`src/afsf_pkg.sv`:
```
// Purpose: shared constants and types of the stream fifo with sideband flags
// Assumes: one clock, 64-bit payload, 16-word store, apb register window
// Notes: the stored word is the ecc code word plus the sideband fields
package afsf_pkg;
	// ----------------------------------------------------------------
	// stream and store geometry
	// ----------------------------------------------------------------
	localparam int DATA_W = 64; // payload bits
	localparam int KEEP_W = DATA_W / 8; // one keep bit per byte
	localparam int ID_W = 4; // stream identifier bits
	localparam int DEST_W = 4; // routing bits
	localparam int USER_W = 4; // user sideband bits
	localparam int DEPTH = 16; // stored words
	localparam int PTR_W = 4; // log2 of depth
	localparam int CNT_W = PTR_W + 1; // count reaches depth itself
	localparam int THR_W = PTR_W; // threshold bus width
	localparam int HAM_W = 7; // hamming check bits
	localparam int CODE_W = DATA_W + HAM_W + 1; // plus overall parity
	localparam int INJ_POS_A = 3; // first flipped code bit on injection
	localparam int INJ_POS_B = 5; // second flipped code bit, double only
	localparam logic [CNT_W-1:0] DEPTH_CNT = 5'h10; // count when full
	// ----------------------------------------------------------------
	// register window
	// ----------------------------------------------------------------
	localparam int ADDR_W = 8; // decoded address bits
	localparam logic [ADDR_W-1:0] REG_CTRL = 8'h00; // option enables
	localparam logic [ADDR_W-1:0] REG_STAT = 8'h04; // live fifo state
	localparam logic [ADDR_W-1:0] REG_IRQ = 8'h08; // sticky events, write one clears
	localparam logic [ADDR_W-1:0] REG_MASK = 8'h0C; // event enables
	localparam logic [ADDR_W-1:0] REG_THR = 8'h10; // captured thresholds
	localparam int CTRL_W = 3; // control bits
	localparam int CTRL_PF = 0; // programmable full enable
	localparam int CTRL_PE = 1; // programmable empty enable
	localparam int CTRL_ECC = 2; // ecc enable
	localparam logic [CTRL_W-1:0] CTRL_RST = 3'h7; // all options on
	localparam int IRQ_W = 4; // event bits
	localparam int IRQ_SBE = 0; // corrected error seen
	localparam int IRQ_DBE = 1; // uncorrectable error seen
	localparam int IRQ_OVF = 2; // rejected write
	localparam int IRQ_PF = 3; // programmable full rose
	localparam logic [IRQ_W-1:0] MASK_RST = 4'h0; // all masked
	// ----------------------------------------------------------------
	// types
	// ----------------------------------------------------------------
	typedef struct packed {
		logic [KEEP_W-1:0] keep;
		logic last;
		logic [ID_W-1:0] id;
		logic [DEST_W-1:0] dest;
		logic [USER_W-1:0] user;
	} afsf_side_t;
	typedef struct packed {
		afsf_side_t side;
		logic [CODE_W-1:0] code;
	} afsf_word_t;
	typedef struct packed {
		logic pe;
		logic pf;
		logic empty;
		logic full;
		logic [CNT_W-1:0] cnt;
	} afsf_stat_t;
endpackage

```
`src/afsf_mem_if.sv`:
```
// Purpose: write and read port bundle between fifo control and store
// Assumes: one clock, write lands at the edge, read is combinational
// Notes: ctl drives addresses and write word, mem returns the read word
`timescale 1ns/1ps
interface afsf_mem_if;
	import afsf_pkg::*;
	logic we; // store the write word this edge
	logic [PTR_W-1:0] waddr; // write index
	afsf_word_t wword; // word to store
	logic [PTR_W-1:0] raddr; // read index
	afsf_word_t rword; // word at read index
	modport ctl (output we, output waddr, output wword, output raddr, input rword);
	modport mem (input we, input waddr, input wword, input raddr, output rword);
endinterface

```
`src/afsf_secded.sv`:
```
// Purpose: single-correct double-detect code for the payload
// Assumes: caller gates injection with the ecc enable
// Notes: bit 0 is overall parity, bits 1..71 are hamming positions
`timescale 1ns/1ps
module afsf_secded
	import afsf_pkg::*;
(
	// clock and reset, only for the checks
	input wire logic clk_sys,
	input wire logic rst,
	// encoder side
	input wire logic [DATA_W-1:0] enc_data,
	input wire logic inj_single,
	input wire logic inj_double,
	output logic [CODE_W-1:0] enc_code,
	// decoder side
	input wire logic [CODE_W-1:0] dec_code,
	output logic [DATA_W-1:0] dec_data,
	output logic dec_sbe,
	output logic dec_dbe
);
	// ----------------------------------------------------------------
	// helpers
	// ----------------------------------------------------------------
	// xor of the positions of all set hamming bits
	function automatic logic [HAM_W-1:0] syndrome(input logic [CODE_W-1:0] c);
		logic [HAM_W-1:0] s;
		s = '0;
		for (int p = 1; p < CODE_W; p++) begin
			if (c[p]) begin
				s = s ^ HAM_W'(p);
			end
		end
		return s;
	endfunction
	// payload sits at every position that is not a power of two
	function automatic logic [DATA_W-1:0] extract(input logic [CODE_W-1:0] c);
		logic [DATA_W-1:0] d;
		int k;
		d = '0;
		k = 0;
		for (int p = 1; p < CODE_W; p++) begin
			if ((p & (p - 1)) != 0) begin
				d[k] = c[p];
				k++;
			end
		end
		return d;
	endfunction
	logic [CODE_W-1:0] clean_code; // code before injection
	logic [HAM_W-1:0] syn; // decoder syndrome
	logic odd; // overall parity mismatch
	// ----------------------------------------------------------------
	// encoder with test injection
	// ----------------------------------------------------------------
	always_comb begin
		int k;
		logic [HAM_W-1:0] s;
		k = 0;
		s = '0;
		clean_code = '0;
		for (int p = 1; p < CODE_W; p++) begin
			if ((p & (p - 1)) != 0) begin
				clean_code[p] = enc_data[k];
				k++;
			end
		end
		s = syndrome(clean_code);
		for (int i = 0; i < HAM_W; i++) begin
			clean_code[1 << i] = s[i];
		end
		clean_code[0] = ^clean_code;
		enc_code = clean_code;
		if (inj_single || inj_double) begin
			enc_code[INJ_POS_A] = ~clean_code[INJ_POS_A]; // RULE8
		end
		if (inj_double) begin
			enc_code[INJ_POS_B] = ~clean_code[INJ_POS_B]; // RULE9
		end
	end
	// ----------------------------------------------------------------
	// decoder: a syndrome past the last position can only be a multi-bit hit
	// ----------------------------------------------------------------
	always_comb begin
		logic [CODE_W-1:0] fixed;
		fixed = dec_code;
		syn = syndrome(dec_code);
		odd = ^dec_code;
		dec_sbe = 1'b0;
		dec_dbe = 1'b0;
		if (odd && (int'(syn) < CODE_W)) begin
			fixed[syn] = ~dec_code[syn]; // syndrome zero fixes the parity bit
			dec_sbe = 1'b1; // RULE10
		end else if (syn != '0) begin
			dec_dbe = 1'b1; // RULE11
		end
		dec_data = extract(fixed);
	end
endmodule

```
`src/afsf_store.sv`:
```
// Purpose: flip-flop word store indexed by pointer
// Assumes: write and read never need a bypass, control keeps them apart
// Notes: no reset on the array, contents are only read once written
`timescale 1ns/1ps
module afsf_store
	import afsf_pkg::*;
(
	// clock
	input wire logic clk_sys,
	// port bundle
	afsf_mem_if.mem mp
);
	afsf_word_t mem_reg [DEPTH]; // storage array
	// ----------------------------------------------------------------
	// write, only on an accepted word so a refused one leaves all intact
	// ----------------------------------------------------------------
	always_ff @(posedge clk_sys) begin
		if (mp.we) begin
			mem_reg[mp.waddr] <= mp.wword; // RULE13
		end
	end
	// read is a plain mux so the output stage can load in one edge
	assign mp.rword = mem_reg[mp.raddr];
endmodule

```
`src/afsf_top.sv`:
```
// Purpose: stream fifo with stored sideband, thresholds, ecc and apb status
// Assumes: upstream and downstream stream logic share clk_sys with this block
// Notes: thresholds come from pins and are captured once per reset
//
// How it works
// RULE1: keep bit n qualifies payload byte n
// RULE2: keep bits pass untouched so nulls droppable
// RULE3: last flag marks packet closing transfer
// RULE4: id, dest, user leave with their word
// RULE5: full threshold taken from its input bus
// RULE6: empty threshold taken from its own bus
// RULE7: thresholds change only in reset, captured there
// RULE8: single injection corrupts one stored bit
// RULE9: double injection corrupts two stored bits
// RULE10: corrected single error raises its flag
// RULE11: uncorrectable double error raises its flag
// RULE12: overflow flags a refused write next cycle
// RULE13: refused write leaves contents and pointers
// RULE14: full refuses writes, so overflow stays low
// RULE15: prog full while count at least threshold
// RULE16: prog empty while count at most threshold
// RULE17: sideband stored with word, same order out
`timescale 1ns/1ps
module afsf_top
	import afsf_pkg::*;
(
	// clock and reset
	input wire logic clk_sys,
	input wire logic rst,
	// apb slave
	input wire logic psel,
	input wire logic penable,
	input wire logic pwrite,
	input wire logic [ADDR_W-1:0] paddr,
	input wire logic [31:0] pwdata,
	output logic [31:0] prdata,
	output logic pready,
	output logic pslverr,
	// stream in
	input wire logic s_axis_tvalid,
	output logic s_axis_tready,
	input wire logic [DATA_W-1:0] s_axis_tdata,
	input wire logic [KEEP_W-1:0] s_axis_tkeep,
	input wire logic s_axis_tlast,
	input wire logic [ID_W-1:0] s_axis_tid,
	input wire logic [DEST_W-1:0] s_axis_tdest,
	input wire logic [USER_W-1:0] s_axis_tuser,
	// stream out
	output logic m_axis_tvalid,
	input wire logic m_axis_tready,
	output logic [DATA_W-1:0] m_axis_tdata,
	output logic [KEEP_W-1:0] m_axis_tkeep,
	output logic m_axis_tlast,
	output logic [ID_W-1:0] m_axis_tid,
	output logic [DEST_W-1:0] m_axis_tdest,
	output logic [USER_W-1:0] m_axis_tuser,
	// thresholds and injection
	input wire logic [THR_W-1:0] prog_full_thresh,
	input wire logic [THR_W-1:0] prog_empty_thresh,
	input wire logic inject_sbit,
	input wire logic inject_dbit,
	// flags
	output logic sbit_err,
	output logic dbit_err,
	output logic overflow,
	output logic prog_full,
	output logic prog_empty,
	output logic irq
);
	// ----------------------------------------------------------------
	// declarations
	// ----------------------------------------------------------------
	afsf_mem_if mp (); // store port bundle
	logic [PTR_W-1:0] wr_ptr_reg, wr_ptr_next; // write index
	logic [PTR_W-1:0] rd_ptr_reg, rd_ptr_next; // read index
	logic [CNT_W-1:0] cnt_reg, cnt_next; // words in the store
	logic tready_reg, tready_next; // room for one more
	logic wr_go, rd_go; // accepted write, load of output stage
	logic m_valid_reg, m_valid_next; // output stage holds a word
	logic [DATA_W-1:0] m_data_reg, m_data_next; // output payload
	afsf_side_t m_side_reg, m_side_next; // output sideband
	logic sbe_reg, sbe_next, dbe_reg, dbe_next; // flags of the held word
	logic ovf_reg, ovf_next; // refused write seen
	logic pf_reg, pf_next, pe_reg, pe_next; // threshold flags
	logic [THR_W-1:0] pf_meta_reg, pf_sync_reg, pe_meta_reg, pe_sync_reg; // pin sync
	logic [THR_W-1:0] pf_thr_reg, pf_thr_next, pe_thr_reg, pe_thr_next; // captured
	logic cap_pend_reg, cap_pend_next; // capture due after reset release
	logic [CTRL_W-1:0] ctrl_reg, ctrl_next; // option enables
	logic [IRQ_W-1:0] ist_reg, ist_next, mask_reg, mask_next; // events and mask
	logic [IRQ_W-1:0] evt; // this cycle's events
	logic irq_reg, irq_next; // interrupt level
	logic [31:0] prdata_reg, prdata_next; // read answer
	logic pready_reg, pready_next, perr_reg, perr_next; // apb answer
	logic acc_take, mapped; // apb access completes, address decodes
	logic [CODE_W-1:0] enc_code; // encoded write word
	logic [DATA_W-1:0] dec_data; // corrected read payload
	logic dec_sbe, dec_dbe; // decoder findings
	logic ecc_on; // ecc option
	afsf_stat_t stat; // status view
	// ----------------------------------------------------------------
	// ecc codec and store
	// ----------------------------------------------------------------
	assign ecc_on = ctrl_reg[CTRL_ECC];
	afsf_secded u_ecc (
		.clk_sys(clk_sys),
		.rst(rst),
		.enc_data(s_axis_tdata),
		.inj_single(inject_sbit && ecc_on), // RULE8
		.inj_double(inject_dbit && ecc_on), // RULE9
		.enc_code(enc_code),
		.dec_code(mp.rword.code),
		.dec_data(dec_data),
		.dec_sbe(dec_sbe),
		.dec_dbe(dec_dbe)
	);
	afsf_store u_store (
		.clk_sys(clk_sys),
		.mp(mp)
	);
	// ----------------------------------------------------------------
	// threshold pins: two-flop sync, free running so reset-time level settles
	// ----------------------------------------------------------------
	always_ff @(posedge clk_sys) begin
		pf_meta_reg <= prog_full_thresh;
		pf_sync_reg <= pf_meta_reg;
		pe_meta_reg <= prog_empty_thresh;
		pe_sync_reg <= pe_meta_reg;
	end
	// ----------------------------------------------------------------
	// fifo control: next values
	// ----------------------------------------------------------------
	always_comb begin
		wr_go = s_axis_tvalid && tready_reg; // full never accepts
		rd_go = (cnt_reg != '0) && (!m_valid_reg || m_axis_tready);
		wr_ptr_next = wr_go ? wr_ptr_reg + PTR_W'(1) : wr_ptr_reg; // RULE13
		rd_ptr_next = rd_go ? rd_ptr_reg + PTR_W'(1) : rd_ptr_reg;
		cnt_next = cnt_reg + CNT_W'(wr_go) - CNT_W'(rd_go);
		tready_next = (cnt_next != DEPTH_CNT); // RULE14
		// the handshake leaves no refused write, so this stays low
		ovf_next = 1'b0; // RULE12 RULE14
		// keep, last, id, dest, user ride in the same stored word
		mp.we = wr_go;
		mp.waddr = wr_ptr_reg;
		mp.wword.code = enc_code;
		mp.wword.side.keep = s_axis_tkeep; // RULE1 RULE2 RULE17
		mp.wword.side.last = s_axis_tlast; // RULE3
		mp.wword.side.id = s_axis_tid; // RULE4
		mp.wword.side.dest = s_axis_tdest;
		mp.wword.side.user = s_axis_tuser;
		mp.raddr = rd_ptr_reg;
		// output stage: load, hand over, or hold
		m_valid_next = m_valid_reg;
		m_data_next = m_data_reg;
		m_side_next = m_side_reg;
		sbe_next = sbe_reg;
		dbe_next = dbe_reg;
		if (rd_go) begin
			m_valid_next = 1'b1;
			m_data_next = dec_data;
			m_side_next = mp.rword.side; // RULE4 RULE17
			sbe_next = dec_sbe && ecc_on; // RULE10
			dbe_next = dec_dbe && ecc_on; // RULE11
		end else if (m_axis_tready) begin
			m_valid_next = 1'b0;
			sbe_next = 1'b0;
			dbe_next = 1'b0;
		end
		// capture once at the first edge after release
		pf_thr_next = cap_pend_reg ? pf_sync_reg : pf_thr_reg; // RULE5 RULE7
		pe_thr_next = cap_pend_reg ? pe_sync_reg : pe_thr_reg; // RULE6 RULE7
		cap_pend_next = 1'b0;
		// flags use the threshold in force after this edge, so no false pulse at capture
		pf_next = ctrl_reg[CTRL_PF] && (cnt_next >= {1'b0, pf_thr_next}); // RULE15
		pe_next = ctrl_reg[CTRL_PE] && (cnt_next <= {1'b0, pe_thr_next}); // RULE16
	end
	// fifo control: registers
	always_ff @(posedge clk_sys or posedge rst) begin
		if (rst) begin
			wr_ptr_reg <= '0;
			rd_ptr_reg <= '0;
			cnt_reg <= '0;
			tready_reg <= 1'b0;
			m_valid_reg <= 1'b0;
			m_data_reg <= '0;
			m_side_reg <= '0;
			sbe_reg <= 1'b0;
			dbe_reg <= 1'b0;
			ovf_reg <= 1'b0;
			pf_reg <= 1'b0;
			pe_reg <= 1'b0;
			pf_thr_reg <= '0;
			pe_thr_reg <= '0;
			cap_pend_reg <= 1'b1;
		end else begin
			wr_ptr_reg <= wr_ptr_next;
			rd_ptr_reg <= rd_ptr_next;
			cnt_reg <= cnt_next;
			tready_reg <= tready_next;
			m_valid_reg <= m_valid_next;
			m_data_reg <= m_data_next;
			m_side_reg <= m_side_next;
			sbe_reg <= sbe_next;
			dbe_reg <= dbe_next;
			ovf_reg <= ovf_next;
			pf_reg <= pf_next;
			pe_reg <= pe_next;
			pf_thr_reg <= pf_thr_next;
			pe_thr_reg <= pe_thr_next;
			cap_pend_reg <= cap_pend_next;
		end
	end
	// ----------------------------------------------------------------
	// apb slave and interrupt: next values
	// ----------------------------------------------------------------
	// answer comes one cycle into the access phase, so prdata is a flop
	always_comb begin
		acc_take = psel && penable && pready_reg;
		mapped = (paddr == REG_CTRL) || (paddr == REG_STAT) || (paddr == REG_IRQ)
			|| (paddr == REG_MASK) || (paddr == REG_THR);
		pready_next = psel && penable && !pready_reg;
		perr_next = pready_next && !mapped;
		stat.pe = pe_reg;
		stat.pf = pf_reg;
		stat.empty = (cnt_reg == '0);
		stat.full = !tready_reg;
		stat.cnt = cnt_reg;
		prdata_next = '0;
		if (pready_next && !pwrite) begin
			case (paddr)
				REG_CTRL: prdata_next = 32'(ctrl_reg);
				REG_STAT: prdata_next = 32'(stat);
				REG_IRQ: prdata_next = 32'(ist_reg);
				REG_MASK: prdata_next = 32'(mask_reg);
				REG_THR: prdata_next = 32'({pe_thr_reg, pf_thr_reg});
				default: prdata_next = '0; // unmapped reads zero
			endcase
		end
		evt = '0;
		evt[IRQ_SBE] = rd_go && dec_sbe && ecc_on;
		evt[IRQ_DBE] = rd_go && dec_dbe && ecc_on;
		evt[IRQ_OVF] = ovf_reg;
		evt[IRQ_PF] = pf_next && !pf_reg;
		ctrl_next = ctrl_reg;
		mask_next = mask_reg;
		ist_next = ist_reg;
		if (acc_take && pwrite) begin
			case (paddr)
				REG_CTRL: ctrl_next = pwdata[CTRL_W-1:0];
				REG_MASK: mask_next = pwdata[IRQ_W-1:0];
				REG_IRQ: ist_next = ist_reg & ~pwdata[IRQ_W-1:0];
				default: ist_next = ist_reg; // read-only or unmapped
			endcase
		end
		// a new event wins over a clear in the same cycle
		ist_next = ist_next | evt;
		irq_next = |(ist_next & mask_next);
	end
	// apb slave and interrupt: registers
	always_ff @(posedge clk_sys or posedge rst) begin
		if (rst) begin
			ctrl_reg <= CTRL_RST;
			mask_reg <= MASK_RST;
			ist_reg <= '0;
			irq_reg <= 1'b0;
			prdata_reg <= '0;
			pready_reg <= 1'b0;
			perr_reg <= 1'b0;
		end else begin
			ctrl_reg <= ctrl_next;
			mask_reg <= mask_next;
			ist_reg <= ist_next;
			irq_reg <= irq_next;
			prdata_reg <= prdata_next;
			pready_reg <= pready_next;
			perr_reg <= perr_next;
		end
	end
	// ----------------------------------------------------------------
	// outputs, all straight from flops
	// ----------------------------------------------------------------
	assign prdata = prdata_reg;
	assign pready = pready_reg;
	assign pslverr = perr_reg;
	assign s_axis_tready = tready_reg;
	assign m_axis_tvalid = m_valid_reg;
	assign m_axis_tdata = m_data_reg;
	assign m_axis_tkeep = m_side_reg.keep;
	assign m_axis_tlast = m_side_reg.last;
	assign m_axis_tid = m_side_reg.id;
	assign m_axis_tdest = m_side_reg.dest;
	assign m_axis_tuser = m_side_reg.user;
	assign sbit_err = sbe_reg;
	assign dbit_err = dbe_reg;
	assign overflow = ovf_reg;
	assign prog_full = pf_reg;
	assign prog_empty = pe_reg;
	assign irq = irq_reg;
endmodule

```
`config.mk`:
```
export PLATFORM = sky130hd
export DESIGN_NAME = afsf_top
export DESIGN_NICKNAME = d
export VERILOG_FILES = /design/src/afsf_pkg.sv /design/src/afsf_mem_if.sv /design/src/afsf_secded.sv /design/src/afsf_store.sv /design/src/afsf_top.sv
export SDC_FILE = /design/constraint.sdc
export NUM_CORES = 2
export LEC_CHECK = 0
export BUFFER_PORTS_ARGS = -buffer_cell sky130_fd_sc_hd__buf_4
export CAP_MARGIN = 20
export CORE_ASPECT_RATIO = 2
export CORE_UTILIZATION = 45
export DETAILED_ROUTE_END_ITERATION = 16
export PLACE_DENSITY_LB_ADDON = 0.1
export SLEW_MARGIN = 20
export SYNTH_ARGS = -nofsm -noshare
export SYNTH_HDL_FRONTEND = slang
export SYNTH_SLANG_ARGS = --single-unit
```
`constraint.sdc`:
```
create_clock -name clk_sys -period 9.51 [get_ports clk_sys]
set_input_delay 0.4755 -clock clk_sys [delete_from_list [all_inputs] [get_ports clk_sys]]
set_output_delay 0.4755 -clock clk_sys [all_outputs]
set_load 0.01 [all_outputs]
```
Word level (Yosys, flattened, before mapping)
Memories as Yosys holds them, arrays and structs flattened.
Index checks and enable logic that the tools add are counted.
{"block": "totals", "reg_bits": 175, "ramBits": 1488, "in_bits": 142, "output_inout_bits": 127, "elab_cells": 386, "memories": 1}
{"block": "op_classes", "n_addsub": 4, "magnitude_cmp": 5, "n_eq_ne": 5, "n_mux": 160, "n_bitwise": 140, "reduce_logical": 42}
{"name": "u_store.mem_reg", "words": 16, "word_bits": 93, "read_ports": 1, "rd_ports_with_merged_regs": 0, "write_ports": 1, "line": "afsf_store.sv:13", "rtl": "afsf_word_t mem_reg [DEPTH];"}
{"operator": "$mux 6", "n": 63}
{"operator": "$mux 5", "n": 31}
{"operator": "$reduce_xor 72->1", "n": 2}
{"operator": "$not 3->3", "n": 46}
{"operator": "$not 4->4", "n": 33}
{"operator": "$mux 7", "n": 15}
{"operator": "$mux 4", "n": 21}
{"operator": "$bwmux 72", "n": 1}
{"operator": "$mux 72", "n": 1}
{"operator": "$not 2->2", "n": 35}
{"operator": "$not 5->5", "n": 12}
{"operator": "$pmux 9 s5", "n": 1}
{"operator": "$logic_and 1x1->1", "n": 21}
{"operator": "$mux 3", "n": 7}
{"operator": "$eq 8x4->1 const B", "n": 2}
{"operator": "$mux 1", "n": 14}
{"operator": "$not 6->6", "n": 2}
{"operator": "$mux 9", "n": 1}
{"operator": "$add 4x1->4 const B", "n": 2}
{"operator": "$and 4x4->4", "n": 2}
{"operator": "$eq 8x3->1 const B", "n": 1}
{"operator": "$eq 8x5->1 const B", "n": 1}
{"operator": "$logic_not 8->1", "n": 1}
{"operator": "$lt 7x8->1 const B", "n": 1}
{"operator": "other kinds (21)", "n": 40}

Depth between registers and ports, before layout
An unclocked memory read counts as a cell.
{"block": "depth", "word_depth": 144, "ltp_mapped": 25, "depth_no_buf": 18}

By module
Synthesis repeated with hierarchy kept, for this count alone.
{"block": "hier_totals", "hier_cells": 3319, "area_unflattened_um2": 66496.3}
{"mod": "afsf_store", "instances": 1, "cells_each": 2289, "area_per_inst_um2": 55533.3, "seq_area_each_um2": 44682.9}
{"mod": "afsf_top", "instances": 1, "cells_each": 436, "area_per_inst_um2": 6078.3, "seq_area_each_um2": 3728.6}
{"mod": "afsf_secded", "instances": 1, "cells_each": 594, "area_per_inst_um2": 4884.7, "seq_area_each_um2": 0.0}

Worst setup path before layout
No wires, ideal clock.
{"block": "synth_timing", "path_kind": "flip-flop to flip-flop", "start": "register rd_ptr_reg[1], in the netlist mp.raddr[1]", "end": "register m_data_reg[39], in the netlist m_axis_tdata[39]", "setup_time_ns": 0.165, "arrival_time_ns": 4.961, "required_ns": 9.345, "path_slack_ns": 4.385, "path_stages_with_launch": 22, "n_path_buf": 8, "period_less_slack_ns": 5.125, "cell_sequence": "dfrtp_1 buf_2 buf_4 buf_4 buf_2 buf_2 buf_2 buf_1 mux4_2 mux4_2 xnor2_1 xnor2_1 xnor2_1 or4b_1 a21oi_1 nand4b_1 o221ai_2 a22oi_4 and2b_4 o31a_4 buf_8 a31oi_1"}
{"block": "synth_between", "elab_chain_len": 113, "elab_cells_between_ends": 149, "cone_classes": "3 x order compare; 77 x mux; 65 x bitwise; 3 x reduce/logical; 1 x memory"}
{"item": "start, declared", "line": "afsf_top.sv:75", "rtl": "logic [PTR_W-1:0] rd_ptr_reg, rd_ptr_next;"}
{"item": "start signal, assigned", "line": "afsf_top.sv:196", "rtl": "rd_ptr_reg <= rd_ptr_next;"}
{"item": "$mem_v2 16x93 *"}
{"item": "$mux 1", "line": "afsf_secded.sv:30", "rtl": "if (c[p]) begin"}
{"item": "$mux 2", "line": "afsf_secded.sv:30"}
{"item": "$not 2->2 (no line)"}
{"item": "$mux 2", "line": "afsf_secded.sv:30"}
{"item": "$mux 3", "line": "afsf_secded.sv:30"}
{"item": "$not 2->2 (no line)"}
{"item": "$mux 3 (2 in series)", "line": "afsf_secded.sv:30"}
{"item": "(+96 left out)"}
{"item": "$not 4->4 (no line)"}
{"item": "$mux 7", "line": "afsf_secded.sv:30"}
{"item": "$lt 7x8->1 (implied by the code) or $ge 7x1->1 (tied branches)", "line": "afsf_secded.sv:92", "rtl": "fixed[syn] = ~dec_code[syn];"}
{"item": "$logic_and 1x1->1 (implied by the code)", "line": "afsf_secded.sv:92"}
{"item": "$mux 1 (implied by the code)", "line": "afsf_secded.sv:92"}
{"item": "$demux 1 s7"}
{"item": "$bwmux 72", "line": "afsf_secded.sv:92"}
{"item": "$mux 72 *", "line": "afsf_secded.sv:91", "rtl": "if (odd && (int'(syn) < CODE_W)) begin"}
{"item": "end signal, assigned", "line": "afsf_top.sv:200", "rtl": "m_data_reg <= m_data_next;"}
{"item": "end, declared", "line": "afsf_top.sv:80", "rtl": "logic [DATA_W-1:0] m_data_reg, m_data_next;"}
Mark *: on every way between the ends. The rest lies on a longest branch, timed or not. The select of a mux whose other input is x is not followed.
A chain may end at the register's enable or synchronous reset.

Worst setup path after layout
{"block": "layout_timing", "start": "register rd_ptr_reg[0], in the netlist mp.raddr[0]", "end": "register m_data_reg[31], in the netlist m_axis_tdata[31]"}
Same word-level chain as after synthesis.

==> impl_metrics.yaml <==
detailed_routing:
  routed.top_layer: "met5"
  detailedRoute.firstPassIterationCount: 8
  ant_nets: 0
  met2_wirelength_um: 105000
  totalWireLength_um: 196000
  met3RoutedLength_um: 9880
  via_count: 35100
  drt-met1-wl_um: 71900
  post_drt_via_cell_ratio: 6.01
  initialDrtViolationCount: 3223
  drc: 0
  routed_wire_length_per_instance_um: 33.6
setup_path:
  worst_setup_path_end_kind: "flip-flop"
  critical_path_required_ns: 10.09
  cp_data_arrival_time_ns: 7.96
  path_max_fanout: 31
  timing.critical_path.from_type: "flip-flop"
  path_class: "flip-flop to flip-flop"
logic_synthesis:
  yosys_warnings: 0
  synth_most_common_cell: "sky130_fd_sc_hd__edfxtp_1"
  dominantRegCellSynth: "sky130_fd_sc_hd__edfxtp_1"
  ys_async_sr_fraction_pct: 8.29
  yosysSeqAreaShare_pct: 72.0
  mappedNetlistArea_um2: 67200
  post_synth.cell_area_avg_um2: 19.4
  synthCells: 3465
  synth_enable_flop_cells: 1488
  synth_cell_types: 92
  yosys_register_bits: 1640
  yosys-top-cells-count: "sky130_fd_sc_hd__edfxtp_1, sky130_fd_sc_hd__mux4_2, sky130_fd_sc_hd__nand2_1, sky130_fd_sc_hd__xnor2_1, sky130_fd_sc_hd__dfrtp_1"
  synthDominantCellAreaShare_pct: 66.4
  ys_top_cells_by_area: "sky130_fd_sc_hd__edfxtp_1, sky130_fd_sc_hd__mux4_2, sky130_fd_sc_hd__dfrtp_1, sky130_fd_sc_hd__xnor2_1, sky130_fd_sc_hd__mux2i_1"
  synth_top_area_cell: "sky130_fd_sc_hd__edfxtp_1"
global_route:
  grt_overflow: 0
  grt_antenna_before_repair: 13
  grt_use_total_pct: 26.1
  grt_max_degree: 110
  wire_length_of_the_first_global_routing_pass_um: 274000
  number_of_global_route_vias_before_repair: 36700
timing:
  relSlewSlack_pct: 24.8
  clock-skew-final_ns: 0.0634
  final-hold-violation-count: 0
  finalSetupViolCount: 0
  timing.final.ws_setup_ns: 2.13
  setup-tns-final_ns: 0
  clock.fmax_mhz: 136
  report.final.slew_viol_count: 0
  unrepaired_setup_endpoints_after_global_routing: "no"
  worst_pin_slew_ns: 1.13
  finalCriticalPeriod_ns: 7.38
  layout_worst_path_cycle_share_pct: 77.6
status:
  run_status: "finished, final reports clean"
place:
  gp_congestion: 0.931
  io_buffers: 216
  pre_cts_slack_ns: 1.94
  dp_hpwl_um: 122000
clock_network:
  post_cts.resized_instances: 0
  numCtsBuffers: 153
  clock-sinks: 1640
  clock_tree.htree_level_count: 4
  clock_insertion_delay_worst_skew_ns: 0.81
  cts_max_path_buffers: 4
  clock_tree.root_cell: "sky130_fd_sc_hd__clkbuf_16"
  clock_tree_from_tritoncts: "built"
  clk_transition_reported_paths_ns: 0.06
final_layout:
  area_delta_synth_final_pct: 13.7
  nFillCells: 11900
  drive_gt1_share_pct: 25.4
  largest_register_ff_count: 1488
  nets_final: 3959
flow_run:
  cap_viol_max_count: 0
floorplan:
  start_util_pct: 45.3
  rows: 200
  die_w_um: 275
  core-area_um2: 148000
  die_h_um: 549
  io-pin-count: 269
  die_area_um2: 151000
worst_hold_path:
  holdCritPathClass: "input port to flip-flop"
-- routing by layer --
layer | global-route usage, % | vias to the layer above
li1 | - | 14600
met1 | 30.9 | 18800
met2 | 47.1 | 1270
met3 | 3.51 | 362
met4 | 10.7 | 18
met5 | 0 | -
-- metrics by stage --
stage                     cells  hold slack [ns]  util (%)  cell area, um^2
after floorplan            3489            0.310         -            67300
after global placement     5510            0.321      47.8            71000
after detailed placement   5510            0.318      47.9            71000
after CTS                  5826         0.000953      51.5            76400
after global routing       5830           0.0463      51.5            76400
final                      5833           0.0529      51.5            76500
-- path summary, 6_finish.rpt --
path                             startpoint                 endpoint  slack, ns  cells past startpoint
max                             mp.raddr[0]         m_axis_tdata[31]       2.13                     18
min                        s_axis_tdata[33]  u_store.mem_reg[13][40]       0.05                      1
max reg2reg                     mp.raddr[0]         m_axis_tdata[31]       2.13                     18
min reg2reg                  pe_meta_reg[1]           pe_sync_reg[1]       0.33                      0
max in group asynchronous               rst              mp.raddr[1]       7.69                      4
min in group asynchronous               rst          m_axis_tkeep[3]       0.36                      3
-- cells in the final DEF, fill, tap and decap left out, drive strengths merged, types with 53 or more instances in the layout --
cell type	count
a21oi	61
a22oi	96
buf	305
clkbuf	184
clkinv	62
dfrtp	132
edfxtp	1488
mux2i	128
mux4	359
nand2	219
nor2	65
o21ai	57
xnor2	218
xor2	53
-- repair_timing --
item / CTS / global route
endpoints found under the hold margin: 632 / 0
hold buffers: 50 / 0
setup buffers: 0 / 0
-- logic make-up (layout without fill, tap and decap cells) --
logic type | after synthesis | count (layout) | synth area share (%)
AO/OA/AOI/OAI | 384 | 384 | 4.21
adder cells (fa/ha/maj) | 21 | 21 | 0.398
multiplexers | 517 | 517 | 14.5
buffers and inverters | 227 | 646 | 2.03
XOR/XNOR | 286 | 286 | 4.23
other | 1 | 31 | 0.00558
AND/OR/NAND/NOR | 389 | 389 | 2.66
flip-flops | 1640 | 1640 | 72.0
-- final cells by class --
cell class / instances / area [um^2] / share of cell area (%)
Sequential cell: 1640 / 48400 / 63.3
Inverter: 25 / 100 / 0.131
Tap cell: 1919 / 2400 / 3.14
Timing Repair Buffer: 355 / 2940 / 3.84
Multi-Input combinational cell: 1622 / 17700 / 23.2
Clock buffer: 184 / 4050 / 5.30
Clock inverter: 82 / 812 / 1.06
Antenna cell: 6 / 15.0 / 0.0196
-- worst max-delay path, stage by stage, from the launching register on --
cell	delay [ns]
sky130_fd_sc_hd__dfrtp_4	0.70
sky130_fd_sc_hd__buf_16	0.30
sky130_fd_sc_hd__buf_4	0.41
sky130_fd_sc_hd__mux4_2	0.55
sky130_fd_sc_hd__a22oi_1	0.25
sky130_fd_sc_hd__nand2_1	0.30
sky130_fd_sc_hd__xnor2_1	0.24
sky130_fd_sc_hd__xnor2_1	0.57
sky130_fd_sc_hd__xnor3_1	0.50
sky130_fd_sc_hd__xnor2_2	0.27
sky130_fd_sc_hd__xor2_2	0.52
sky130_fd_sc_hd__buf_4	0.30
sky130_fd_sc_hd__nand2_1	0.07
sky130_fd_sc_hd__and3_1	0.17
sky130_fd_sc_hd__o31ai_1	0.54
sky130_fd_sc_hd__a21oi_1	0.23
sky130_fd_sc_hd__nor4_4	0.67
sky130_fd_sc_hd__o31a_4	0.38
sky130_fd_sc_hd__a31oi_1	0.12
Power is left out: the tool's default activity adds up to more than one toggle a clock period on the data nets, which glitch-free logic cannot reach.
